`src/otfs_pkg.sv`:
```
// package for the output terminal function selector
package otfs_pkg;
    localparam logic [11:0] OFF_DIGITAL_SEL  = 12'h000;
    localparam logic [11:0] OFF_RELAY_SEL    = 12'h004;
    localparam logic [11:0] OFF_RSVD_A       = 12'h008;
    localparam logic [11:0] OFF_RSVD_B       = 12'h00C;
    localparam logic [11:0] OFF_SWITCH_SEL   = 12'h010;
    localparam logic [11:0] OFF_STATUS       = 12'h014;
    localparam logic [11:0] OFF_COND         = 12'h018;

    localparam logic [15:0] RST_DIGITAL_SEL  = 16'h0001;
    localparam logic [15:0] RST_RELAY_SEL    = 16'h0002;
    localparam logic [15:0] RST_SWITCH_SEL   = 16'h0000;

    localparam int          CODE_W           = 16;
    localparam int          NUM_TERM         = 3;
    localparam int          TERM_DIGITAL     = 0;
    localparam int          TERM_RELAY       = 1;
    localparam int          TERM_SWITCH      = 2;

    localparam logic [15:0] CODE_NONE        = 16'h0000;
    localparam logic [15:0] CODE_RUNNING     = 16'h0001;
    localparam logic [15:0] CODE_FAULT_STOP  = 16'h0002;
    localparam logic [15:0] CODE_FREQ_LEVEL  = 16'h0003;
    localparam logic [15:0] CODE_FREQ_ARRIVE = 16'h0004;
    localparam logic [15:0] CODE_ZERO_RUN    = 16'h0005;
    localparam logic [15:0] CODE_MOTOR_OL    = 16'h0006;
    localparam logic [15:0] CODE_DRIVE_OL    = 16'h0007;
    localparam logic [15:0] CODE_SET_COUNT   = 16'h0008;
    localparam logic [15:0] CODE_DESIG_COUNT = 16'h0009;
    localparam logic [15:0] CODE_LENGTH      = 16'h000A;
    localparam logic [15:0] CODE_SEQ_CYCLE   = 16'h000B;
    localparam logic [15:0] CODE_RUN_TIME    = 16'h000C;
    localparam logic [15:0] CODE_FREQ_LIMIT  = 16'h000D;
    localparam logic [15:0] CODE_TORQUE_LIM  = 16'h000E;
    localparam logic [15:0] CODE_READY       = 16'h000F;
    localparam logic [15:0] CODE_ANALOG_CMP  = 16'h0010;
    localparam logic [15:0] CODE_UPPER_LIM   = 16'h0011;
    localparam logic [15:0] CODE_LOWER_LIM   = 16'h0012;

    localparam int          CLK_HZ           = 20000000;
    localparam int          PULSE_MS         = 250;
    localparam int          PULSE_CYCLES     = CLK_HZ / 1000 * PULSE_MS;
    localparam int          PRE_ALARM_S      = 10;
    localparam int          PULSE_CNT_W      = 23;

    // drive status inputs gathered together
    typedef struct packed {
        logic       running;
        logic       fault_stop;
        logic       freq_level_detect_one;
        logic       freq_arrive;
        logic       out_freq_zero;
        logic       motor_ol_prealarm;
        logic       drive_ol_prealarm;
        logic       set_count_reached;
        logic       desig_count_reached;
        logic       length_reached;
        logic       seq_cycle_done;
        logic       run_time_reached;
        logic       setpoint_beyond_limit;
        logic       at_upper_limit;
        logic       at_lower_limit;
        logic       speed_mode;
        logic       torque_at_limit;
        logic       stall_protect;
        logic       supplies_stable;
        logic       able_to_run;
        logic [15:0] analog_in_one;
        logic [15:0] analog_in_two;
    } otfs_status_t;

    typedef struct packed {
        logic multiplex_switch_out;
        logic relay_contacts;
        logic digital_out_one;
    } otfs_terms_t;
endpackage

```
`src/otfs_pulse.sv`:
```
// stretches a one-cycle event into a fixed-width pulse
`timescale 1ns/10ps
`default_nettype none
module otfs_pulse
    import otfs_pkg::*;
(
    input  wire logic sys_clk,
    input  wire logic rst,
    input  wire logic trig,
    output logic      pulse
);
    logic [PULSE_CNT_W-1:0] cnt_reg;

    // reload on each event, count down to zero
    always_ff @(posedge sys_clk) begin
        if (rst) begin
            cnt_reg <= '0;
        end else if (trig) begin
            cnt_reg <= PULSE_CNT_W'(PULSE_CYCLES);
        end else if (cnt_reg != '0) begin
            cnt_reg <= cnt_reg - 1'b1;
        end
    end

    assign pulse = (cnt_reg != '0);
endmodule
`default_nettype wire

```
`src/otfs_top.sv`:
```
// output terminal function selector with apb registers
`timescale 1ns/10ps
`default_nettype none
// What this block does
// digital output code register, reset value 1
// relay output code register, reset value 2
// switch-mode multiplexed terminal code register, reset value 0
// code 0 keeps terminal off
// code 1 on while running, even at zero frequency
// code 2 on for a stopping fault
// codes 3 and 4 follow level-detect and arrival flags
// code 5 on when running at zero frequency, off stopped
// code 6 follows motor overload pre-alarm flag
// code 7 follows drive overload pre-alarm, ten seconds ahead
// code 8 on at set count reached
// code 9 on at designated count reached
// code 10 on when length exceeds setting
// code 11 gives one 250 ms pulse per sequencer cycle
// code 12 on when running time exceeds threshold
// code 13 on when setpoint beyond limit and output at limit
// code 14 on in speed mode at torque limit with stall protection
// code 15 on when supplies stable, no fault, able to run
// code 16 on while analog one strictly above analog two
// code 17 on at upper limit frequency
// code 18 on at lower limit while running, off stopped
// undefined codes leave terminal off
module otfs_top
    import otfs_pkg::*;
(
    input  wire logic          sys_clk,
    input  wire logic          rst,
    input  wire logic          psel,
    input  wire logic          penable,
    input  wire logic          pwrite,
    input  wire logic [11:0]   paddr,
    input  wire logic [31:0]   pwdata,
    input  wire logic [3:0]    pstrb,
    output logic [31:0]        prdata,
    output logic               pready,
    output logic               pslverr,
    input  wire otfs_status_t  status,
    output otfs_terms_t        terms
);
    typedef enum logic [1:0] {
        OTFS_IDLE   = 2'b00,
        OTFS_SETUP  = 2'b01,
        OTFS_ACCESS = 2'b11
    } otfs_bus_state_t;

    otfs_bus_state_t      bus_state_reg;
    otfs_bus_state_t      bus_state_next;
    logic [CODE_W-1:0]    digital_sel_reg;
    logic [CODE_W-1:0]    relay_sel_reg;
    logic [CODE_W-1:0]    switch_sel_reg;
    logic [31:0]          prdata_reg;
    logic                 pslverr_reg;
    logic                 seq_done_d_reg;
    logic                 seq_pulse;
    logic                 seq_trig;
    logic [NUM_TERM-1:0]  term_reg;
    logic [NUM_TERM-1:0]  term_next;
    logic                 wr_en;
    logic                 rd_en;

    // condition chosen by one function code
    function automatic logic select_cond(input logic [CODE_W-1:0] code,
                                         input otfs_status_t st,
                                         input logic pulse_on);
        logic c;
        c = 1'b0;
        case (code)
            CODE_NONE:        c = 1'b0;
            CODE_RUNNING:     c = st.running;
            CODE_FAULT_STOP:  c = st.fault_stop;
            CODE_FREQ_LEVEL:  c = st.freq_level_detect_one;
            CODE_FREQ_ARRIVE: c = st.freq_arrive;
            CODE_ZERO_RUN:    c = st.running & st.out_freq_zero;
            CODE_MOTOR_OL:    c = st.motor_ol_prealarm;
            CODE_DRIVE_OL:    c = st.drive_ol_prealarm;
            CODE_SET_COUNT:   c = st.set_count_reached;
            CODE_DESIG_COUNT: c = st.desig_count_reached;
            CODE_LENGTH:      c = st.length_reached;
            CODE_SEQ_CYCLE:   c = pulse_on;
            CODE_RUN_TIME:    c = st.run_time_reached;
            CODE_FREQ_LIMIT:  c = st.setpoint_beyond_limit
                                  & (st.at_upper_limit | st.at_lower_limit);
            CODE_TORQUE_LIM:  c = st.speed_mode & st.torque_at_limit
                                  & st.stall_protect;
            CODE_READY:       c = st.supplies_stable & ~st.fault_stop
                                  & st.able_to_run;
            CODE_ANALOG_CMP:  c = st.analog_in_one > st.analog_in_two;
            CODE_UPPER_LIM:   c = st.at_upper_limit;
            CODE_LOWER_LIM:   c = st.running & st.at_lower_limit;
            default:          c = 1'b0;
        endcase
        return c;
    endfunction

    // apb slave sequencing
    always_comb begin
        bus_state_next = bus_state_reg;
        case (bus_state_reg)
            OTFS_IDLE: begin
                if (psel && !penable) begin
                    bus_state_next = OTFS_SETUP;
                end
            end
            OTFS_SETUP: begin
                bus_state_next = OTFS_ACCESS;
            end
            OTFS_ACCESS: begin
                if (psel && !penable) begin
                    bus_state_next = OTFS_SETUP;
                end else begin
                    bus_state_next = OTFS_IDLE;
                end
            end
            default: bus_state_next = OTFS_IDLE;
        endcase
    end

    always_ff @(posedge sys_clk) begin
        if (rst) begin
            bus_state_reg <= OTFS_IDLE;
        end else begin
            bus_state_reg <= bus_state_next;
        end
    end

    assign pready = 1'b1;
    assign wr_en  = psel && penable && pwrite && (bus_state_reg == OTFS_SETUP);
    assign rd_en  = psel && !penable && !pwrite;
    assign prdata = prdata_reg;
    assign pslverr = pslverr_reg;

    // function code registers
    always_ff @(posedge sys_clk) begin
        if (rst) begin
            digital_sel_reg <= RST_DIGITAL_SEL;
            relay_sel_reg   <= RST_RELAY_SEL;
            switch_sel_reg  <= RST_SWITCH_SEL;
        end else if (wr_en) begin
            if (paddr == OFF_DIGITAL_SEL) begin
                if (pstrb[0]) digital_sel_reg[7:0]  <= pwdata[7:0];
                if (pstrb[1]) digital_sel_reg[15:8] <= pwdata[15:8];
            end else if (paddr == OFF_RELAY_SEL) begin
                if (pstrb[0]) relay_sel_reg[7:0]  <= pwdata[7:0];
                if (pstrb[1]) relay_sel_reg[15:8] <= pwdata[15:8];
            end else if (paddr == OFF_SWITCH_SEL) begin
                if (pstrb[0]) switch_sel_reg[7:0]  <= pwdata[7:0];
                if (pstrb[1]) switch_sel_reg[15:8] <= pwdata[15:8];
            end
        end
    end

    // read data captured in the setup cycle, error on unmapped address
    always_ff @(posedge sys_clk) begin
        if (rst) begin
            prdata_reg  <= 32'h0000_0000;
            pslverr_reg <= 1'b0;
        end else if (psel && !penable) begin
            pslverr_reg <= 1'b0;
            prdata_reg  <= 32'h0000_0000;
            if (paddr == OFF_DIGITAL_SEL) begin
                if (rd_en) prdata_reg <= {16'h0000, digital_sel_reg};
            end else if (paddr == OFF_RELAY_SEL) begin
                if (rd_en) prdata_reg <= {16'h0000, relay_sel_reg};
            end else if (paddr == OFF_RSVD_A || paddr == OFF_RSVD_B) begin
                prdata_reg <= 32'h0000_0000;
            end else if (paddr == OFF_SWITCH_SEL) begin
                if (rd_en) prdata_reg <= {16'h0000, switch_sel_reg};
            end else if (paddr == OFF_STATUS) begin
                if (rd_en) prdata_reg <= {29'h0, term_reg};
            end else if (paddr == OFF_COND) begin
                if (rd_en) begin
                    prdata_reg <= {12'h000, status.running, status.fault_stop,
                                   status.freq_level_detect_one, status.freq_arrive,
                                   status.out_freq_zero, status.motor_ol_prealarm,
                                   status.drive_ol_prealarm, status.set_count_reached,
                                   status.desig_count_reached, status.length_reached,
                                   seq_pulse, status.run_time_reached,
                                   status.setpoint_beyond_limit, status.at_upper_limit,
                                   status.at_lower_limit, status.speed_mode,
                                   status.torque_at_limit, status.stall_protect,
                                   status.supplies_stable, status.able_to_run};
                end
            end else begin
                pslverr_reg <= 1'b1;
            end
        end else begin
            pslverr_reg <= 1'b0;
        end
    end

    // rising edge of sequencer cycle completion
    always_ff @(posedge sys_clk) begin
        if (rst) begin
            seq_done_d_reg <= 1'b0;
        end else begin
            seq_done_d_reg <= status.seq_cycle_done;
        end
    end

    assign seq_trig = status.seq_cycle_done & ~seq_done_d_reg;

    otfs_pulse u_seq_pulse (
        .sys_clk (sys_clk),
        .rst     (rst),
        .trig    (seq_trig),
        .pulse   (seq_pulse)
    );

    always_comb begin
        term_next[TERM_DIGITAL] = select_cond(digital_sel_reg, status, seq_pulse);
        term_next[TERM_RELAY]   = select_cond(relay_sel_reg, status, seq_pulse);
        term_next[TERM_SWITCH]  = select_cond(switch_sel_reg, status, seq_pulse);
    end

    // terminal outputs registered
    always_ff @(posedge sys_clk) begin
        if (rst) begin
            term_reg <= '0;
        end else begin
            term_reg <= term_next;
        end
    end

    assign terms.digital_out_one      = term_reg[TERM_DIGITAL];
    assign terms.relay_contacts       = term_reg[TERM_RELAY];
    assign terms.multiplex_switch_out = term_reg[TERM_SWITCH];

    property p_code_zero_off;
        @(posedge sys_clk) disable iff (rst)
        (digital_sel_reg == CODE_NONE) |=> !terms.digital_out_one;
    endproperty
    a_code_zero_off: assert property (p_code_zero_off)
        else $error("digital out on with code zero");

    property p_running;
        @(posedge sys_clk) disable iff (rst)
        (relay_sel_reg == CODE_RUNNING) |=> (terms.relay_contacts == $past(status.running));
    endproperty
    a_running: assert property (p_running)
        else $error("relay not tracking running");

    property p_zero_run;
        @(posedge sys_clk) disable iff (rst)
        (switch_sel_reg == CODE_ZERO_RUN && !status.running) |=> !terms.multiplex_switch_out;
    endproperty
    a_zero_run: assert property (p_zero_run)
        else $error("zero speed output on while stopped");

    property p_lower_stop;
        @(posedge sys_clk) disable iff (rst)
        (digital_sel_reg == CODE_LOWER_LIM && !status.running) |=> !terms.digital_out_one;
    endproperty
    a_lower_stop: assert property (p_lower_stop)
        else $error("lower limit output on while stopped");

    property p_analog;
        @(posedge sys_clk) disable iff (rst)
        (digital_sel_reg == CODE_ANALOG_CMP)
            |=> (terms.digital_out_one == $past(status.analog_in_one > status.analog_in_two));
    endproperty
    a_analog: assert property (p_analog)
        else $error("analog compare output wrong");

    property p_undefined;
        @(posedge sys_clk) disable iff (rst)
        (relay_sel_reg > CODE_LOWER_LIM) |=> !terms.relay_contacts;
    endproperty
    a_undefined: assert property (p_undefined)
        else $error("undefined code drives relay");

    property p_pulse_start;
        @(posedge sys_clk) disable iff (rst)
        seq_trig |=> seq_pulse [*8];
    endproperty
    a_pulse_start: assert property (p_pulse_start)
        else $error("sequencer pulse not started");

    property p_ready;
        @(posedge sys_clk) disable iff (rst)
        (switch_sel_reg == CODE_READY && status.fault_stop) |=> !terms.multiplex_switch_out;
    endproperty
    a_ready: assert property (p_ready)
        else $error("ready on with fault");

    property p_fault;
        @(posedge sys_clk) disable iff (rst)
        (relay_sel_reg == CODE_FAULT_STOP) |=> (terms.relay_contacts == $past(status.fault_stop));
    endproperty
    a_fault: assert property (p_fault)
        else $error("relay not tracking fault");

    property p_freq_level;
        @(posedge sys_clk) disable iff (rst)
        (digital_sel_reg == CODE_FREQ_LEVEL)
            |=> (terms.digital_out_one == $past(status.freq_level_detect_one));
    endproperty
    a_freq_level: assert property (p_freq_level)
        else $error("digital out not tracking level detect");

    property p_motor_ol;
        @(posedge sys_clk) disable iff (rst)
        (relay_sel_reg == CODE_MOTOR_OL)
            |=> (terms.relay_contacts == $past(status.motor_ol_prealarm));
    endproperty
    a_motor_ol: assert property (p_motor_ol)
        else $error("relay not tracking motor pre-alarm");

    property p_drive_ol;
        @(posedge sys_clk) disable iff (rst)
        (switch_sel_reg == CODE_DRIVE_OL)
            |=> (terms.multiplex_switch_out == $past(status.drive_ol_prealarm));
    endproperty
    a_drive_ol: assert property (p_drive_ol)
        else $error("switch out not tracking drive pre-alarm");

    property p_set_count;
        @(posedge sys_clk) disable iff (rst)
        (digital_sel_reg == CODE_SET_COUNT)
            |=> (terms.digital_out_one == $past(status.set_count_reached));
    endproperty
    a_set_count: assert property (p_set_count)
        else $error("digital out not tracking set count");

    property p_length;
        @(posedge sys_clk) disable iff (rst)
        (relay_sel_reg == CODE_LENGTH)
            |=> (terms.relay_contacts == $past(status.length_reached));
    endproperty
    a_length: assert property (p_length)
        else $error("relay not tracking length reached");

    property p_freq_limit;
        @(posedge sys_clk) disable iff (rst)
        (relay_sel_reg == CODE_FREQ_LIMIT && !status.setpoint_beyond_limit)
            |=> !terms.relay_contacts;
    endproperty
    a_freq_limit: assert property (p_freq_limit)
        else $error("frequency limit output on with setpoint inside");

    property p_upper;
        @(posedge sys_clk) disable iff (rst)
        (switch_sel_reg == CODE_UPPER_LIM)
            |=> (terms.multiplex_switch_out == $past(status.at_upper_limit));
    endproperty
    a_upper: assert property (p_upper)
        else $error("switch out not tracking upper limit");

    c_write: cover property (@(posedge sys_clk) disable iff (rst) wr_en);
    c_pulse: cover property (@(posedge sys_clk) disable iff (rst) seq_trig);
    c_err:   cover property (@(posedge sys_clk) disable iff (rst) pslverr_reg);
    c_all:   cover property (@(posedge sys_clk) disable iff (rst) (&term_reg));
    c_read:  cover property (@(posedge sys_clk) disable iff (rst) rd_en);
endmodule
`default_nettype wire

```
`config.mk`:
```
export PLATFORM = sky130hd
export DESIGN_NAME = otfs_top
export DESIGN_NICKNAME = d
export VERILOG_FILES = /design/src/otfs_pkg.sv /design/src/otfs_pulse.sv /design/src/otfs_top.sv
export SDC_FILE = /design/constraint.sdc
export NUM_CORES = 1
export LEC_CHECK = 0
export ABC_AREA = 0
export BUFFER_PORTS_ARGS = -buffer_cell sky130_fd_sc_hd__buf_2
export CAP_MARGIN = 20
export CORE_MARGIN = 2
export CORE_UTILIZATION = 25
export CTS_BUF_LIST = sky130_fd_sc_hd__clkbuf_16
export CTS_CLUSTER_DIAMETER = 150
export DETAILED_ROUTE_END_ITERATION = 6
export REMOVE_ABC_BUFFERS = 1
export SLEW_MARGIN = 20
export SYNTH_ARGS = -nofsm -noshare
export SYNTH_HDL_FRONTEND = slang
export SYNTH_SLANG_ARGS = --single-unit
```
`constraint.sdc`:
```
create_clock -name sys_clk -period 2.5 [get_ports sys_clk]
set_input_delay 0.5 -clock sys_clk [delete_from_list [all_inputs] [get_ports sys_clk]]
set_output_delay 0.5 -clock sys_clk [all_outputs]
set_load 0.05 [all_outputs]
```
==> flow_summary.ini <==
[outcome]
status = finished, violations left
violations = design-rule violations

[placed_design]
detailed_place_hpwl_mm = 13.4
placed_area_mm2 = 0.00650
io_buffers = 110
gp_congestion = 0.849

[cts]
numCtsBuffers = 9
clk_pin_slew_ns = 0.07
ctsResizeCount = 0
ctsHtreeMaxLevel = 3
postCtsSetupBuffers = 0
cts.path.max_buffers = 2
root_buffer = clkbuf_16
cts_hold_buf = 0
worst_skew_pair.late_latency_ns = 0.35
clock-sinks = 98
cts_tree = built

[power_and_ir_drop]
pwr-share-comb_pct = 17.5
clkPwrFrac_pct = 36.6
internal_power_uw = 2540
p_sw_share_pct = 29.7
power_density_mw_per_mm2 = 533
seq_power_share_pct = 45.9
switching_power_uw = 1070
p_leak_uw = 0.00261
ir_worst_vdd_mv = 0.335

[worst_setup_path]
critPathKind = reg2reg
crit_buf_inv = 0
rr_startpoint = u_seq_pulse.cnt_reg[5]
cp.arrival_ns = 2.50
crit_required_ns = 2.74
crit_path_top_delay_cell = or4_1
crit_chain = or4_1, and4bb_1, nand3_2, a22o_1, a21oi_2, o21ai_1
r2r_slack_ns = 0.24
max_stage_delay_ns = 0.65
critical-path-top-delay-family = simple AND/OR/NAND/NOR gates
critPathLaunchType = register
worstSetupEndpointType = register
r2r-end = prdata[9]
reg2regPathDepth = 6
crit_fanout = 11

[synthesis]
synthArstFlopShare_pct = 0
ys.flop_type = dfxtp_1
yosysSeqAreaShare_pct = 34.9
synth_area_leaders = dfxtp_1, a21oi_1, nand2_1, ha_1, mux2i_1
yosysWarningCount = 0
synth_edf_count = 0
synth_top_area_share_pct = 34.9
synth_cell_types = 71
syn_area_mm2 = 0.00562
ys_ff_latch = 98
syn_avg_cell_area_um2 = 8.01
synth_area_leader_cell = dfxtp_1
syn_inst = 702

[cells_and_area]
area.sequential_mm2 = 0.00196
final_nets = 922
area_delta_synth_final_pct = 20.5
layout-drive-gt1-share_pct = 22.4
multi_input_area_mm2 = 0.00332
fillerInstances = 2337
fin_area_mm2 = 0.00678
final_cell_mix = buf_2, dfxtp_1, nand2_1
final_common_cell = buf_2
largest_reg_flops = 23
antennaDiodeCount = 0

[routing]
route.detailed.drc = 8
drtIter0Drc = 342
wl_mm = 17.4
vias = 5447
wl_per_cell_um = 16.0
viasPerCell = 5.02
detail-route-antenna-nets = 0
first_pass_iters = 7

[floorplan]
io-pin-count = 142
die_area_mm2 = 0.0237
core_mm2 = 0.0220
rows = 54
start_util_pct = 25.6
die_h_um = 154
die_width_um = 154

[hold_path]
min_delay_path_depth = 2
min-delay-start = status[41]
min_to = seq_done_d_reg
hold_path_class = in2reg

[timing]
fin_crit_ns = 2.26
max_freq_mhz = 443
fin_tns_setup_ns = 0
slew_viol_final = 0
finalCritPeriodShare_pct = 90.4
hold_viol = 0
finalSetupViolations = 0
rsz0062_at_grt = false
skew_ns = 0.0105
slew_headroom_pct = 57.4
tightest_slew_ns = 0.638

[global_route]
grt_overflow = 0
grt_pass1_wl_mm = 27.8
grt_start_max_net_pins = 38
first_global_vias = 5204
antenna_found_initial = 0
track_usage_pct = 14.7

[flow_run]
drv_cap = 0
-- worst register-to-register path, stage by stage, from the launching register on --
cell and delay, ns:
dfxtp_1 0.34, or4_1 0.65, and4bb_1 0.36, nand3_2 0.28, a22o_1 0.32, a21oi_2 0.13, o21ai_1 0.09
-- worst max path at each step --
stage	start	to	slack (ns)	cells after the start
final	u_seq_pulse.cnt_reg[5]	prdata[9]	0.24	6
after floorplan	paddr[9]	switch_sel_reg[0]	0.05	6
after CTS	u_seq_pulse.cnt_reg[5]	prdata[9]	0.25	6
after global routing	u_seq_pulse.cnt_reg[0]	u_seq_pulse.cnt_reg[9]	0.11	8
after detailed placement	paddr[9]	relay_sel_reg[1]	0.06	8
after global placement	paddr[9]	relay_sel_reg[1]	0.1	8
-- metrics by stage --
stage / hold WS, ns / setup slack [ns] / utilization [%] / cells / total power [µW]
3_5_place_dp: 0.435 / 0.0607 / 29.6 / 1069 / 2330
2_1_floorplan: 0.455 / 0.0461 / - / 654 / 2080
6_report: 0.382 / 0.240 / 30.9 / 1085 / 3610
3_3_place_gp: 0.436 / 0.0953 / 29.6 / 1069 / 2330
5_1_grt: 0.394 / 0.113 / 30.9 / 1085 / 3790
4_1_cts: 0.372 / 0.248 / 30.9 / 1085 / 3660
-- layer usage --
| layer | track usage (%) | up-vias | share of wire [%] |
|---|---|---|---|
| met2 | 24.7 | 174 | 47 |
| li1 | - | 2708 | - |
| met1 | 18.9 | 2543 | 44 |
| met3 | 3.10 | 22 | 6.3 |
| met4 | 4.49 | 0 | 2.2 |
| met5 | 0 | - | 0 |
-- final cells by class --
type | count | share of cell area (%)
tap | 280 | 5.17
inverter | 24 | 1.33
timing repair buffer | 135 | 11.4
clock buffer | 9 | 3.32
clock inverter | 7 | 0.757
multi-input combinational | 532 | 49.0
sequential | 98 | 29.0
-- cell families after synthesis --
family / share of synthesized area [%]
and+or+nand+nor: 26.7
AOI/OAI and AO/OA: 19.6
DFF: 34.9
buffers and inverters: 6.74
muxes: 5.34
xor gates and xnor gates: 2.80
adders and majority gates: 3.78
other: 0.134
-- power by group through the flow --
stage	logic, µW	clock network [µW]	registers (µW)
floorplan	386	0	1690
global placement	630	0	1700
detailed placement	629	0	1700
CTS	633	1360	1660
global route	702	1420	1670
finish	632	1320	1660
-- synth_stat cells, types with 5 or more instances --
cell type,n
clkbuf_1,35
or3_1,6
nor2_1,48
nand2_1,80
nand4_1,13
inv_1,24
nand3_1,17
xor2_1,14
a21oi_1,61
ha_1,17
o21ai_0,36
buf_4,14
nand2b_1,14
nor4_1,15
dfxtp_1,98
o21ai_1,29
nand4b_1,5
mux2i_1,21
mux2_2,8
nor2b_1,18
a31oi_1,7
nand3b_1,8
buf_2,6
nor3_1,13
a222oi_1,12
Power figures use the tool's default switching activity.
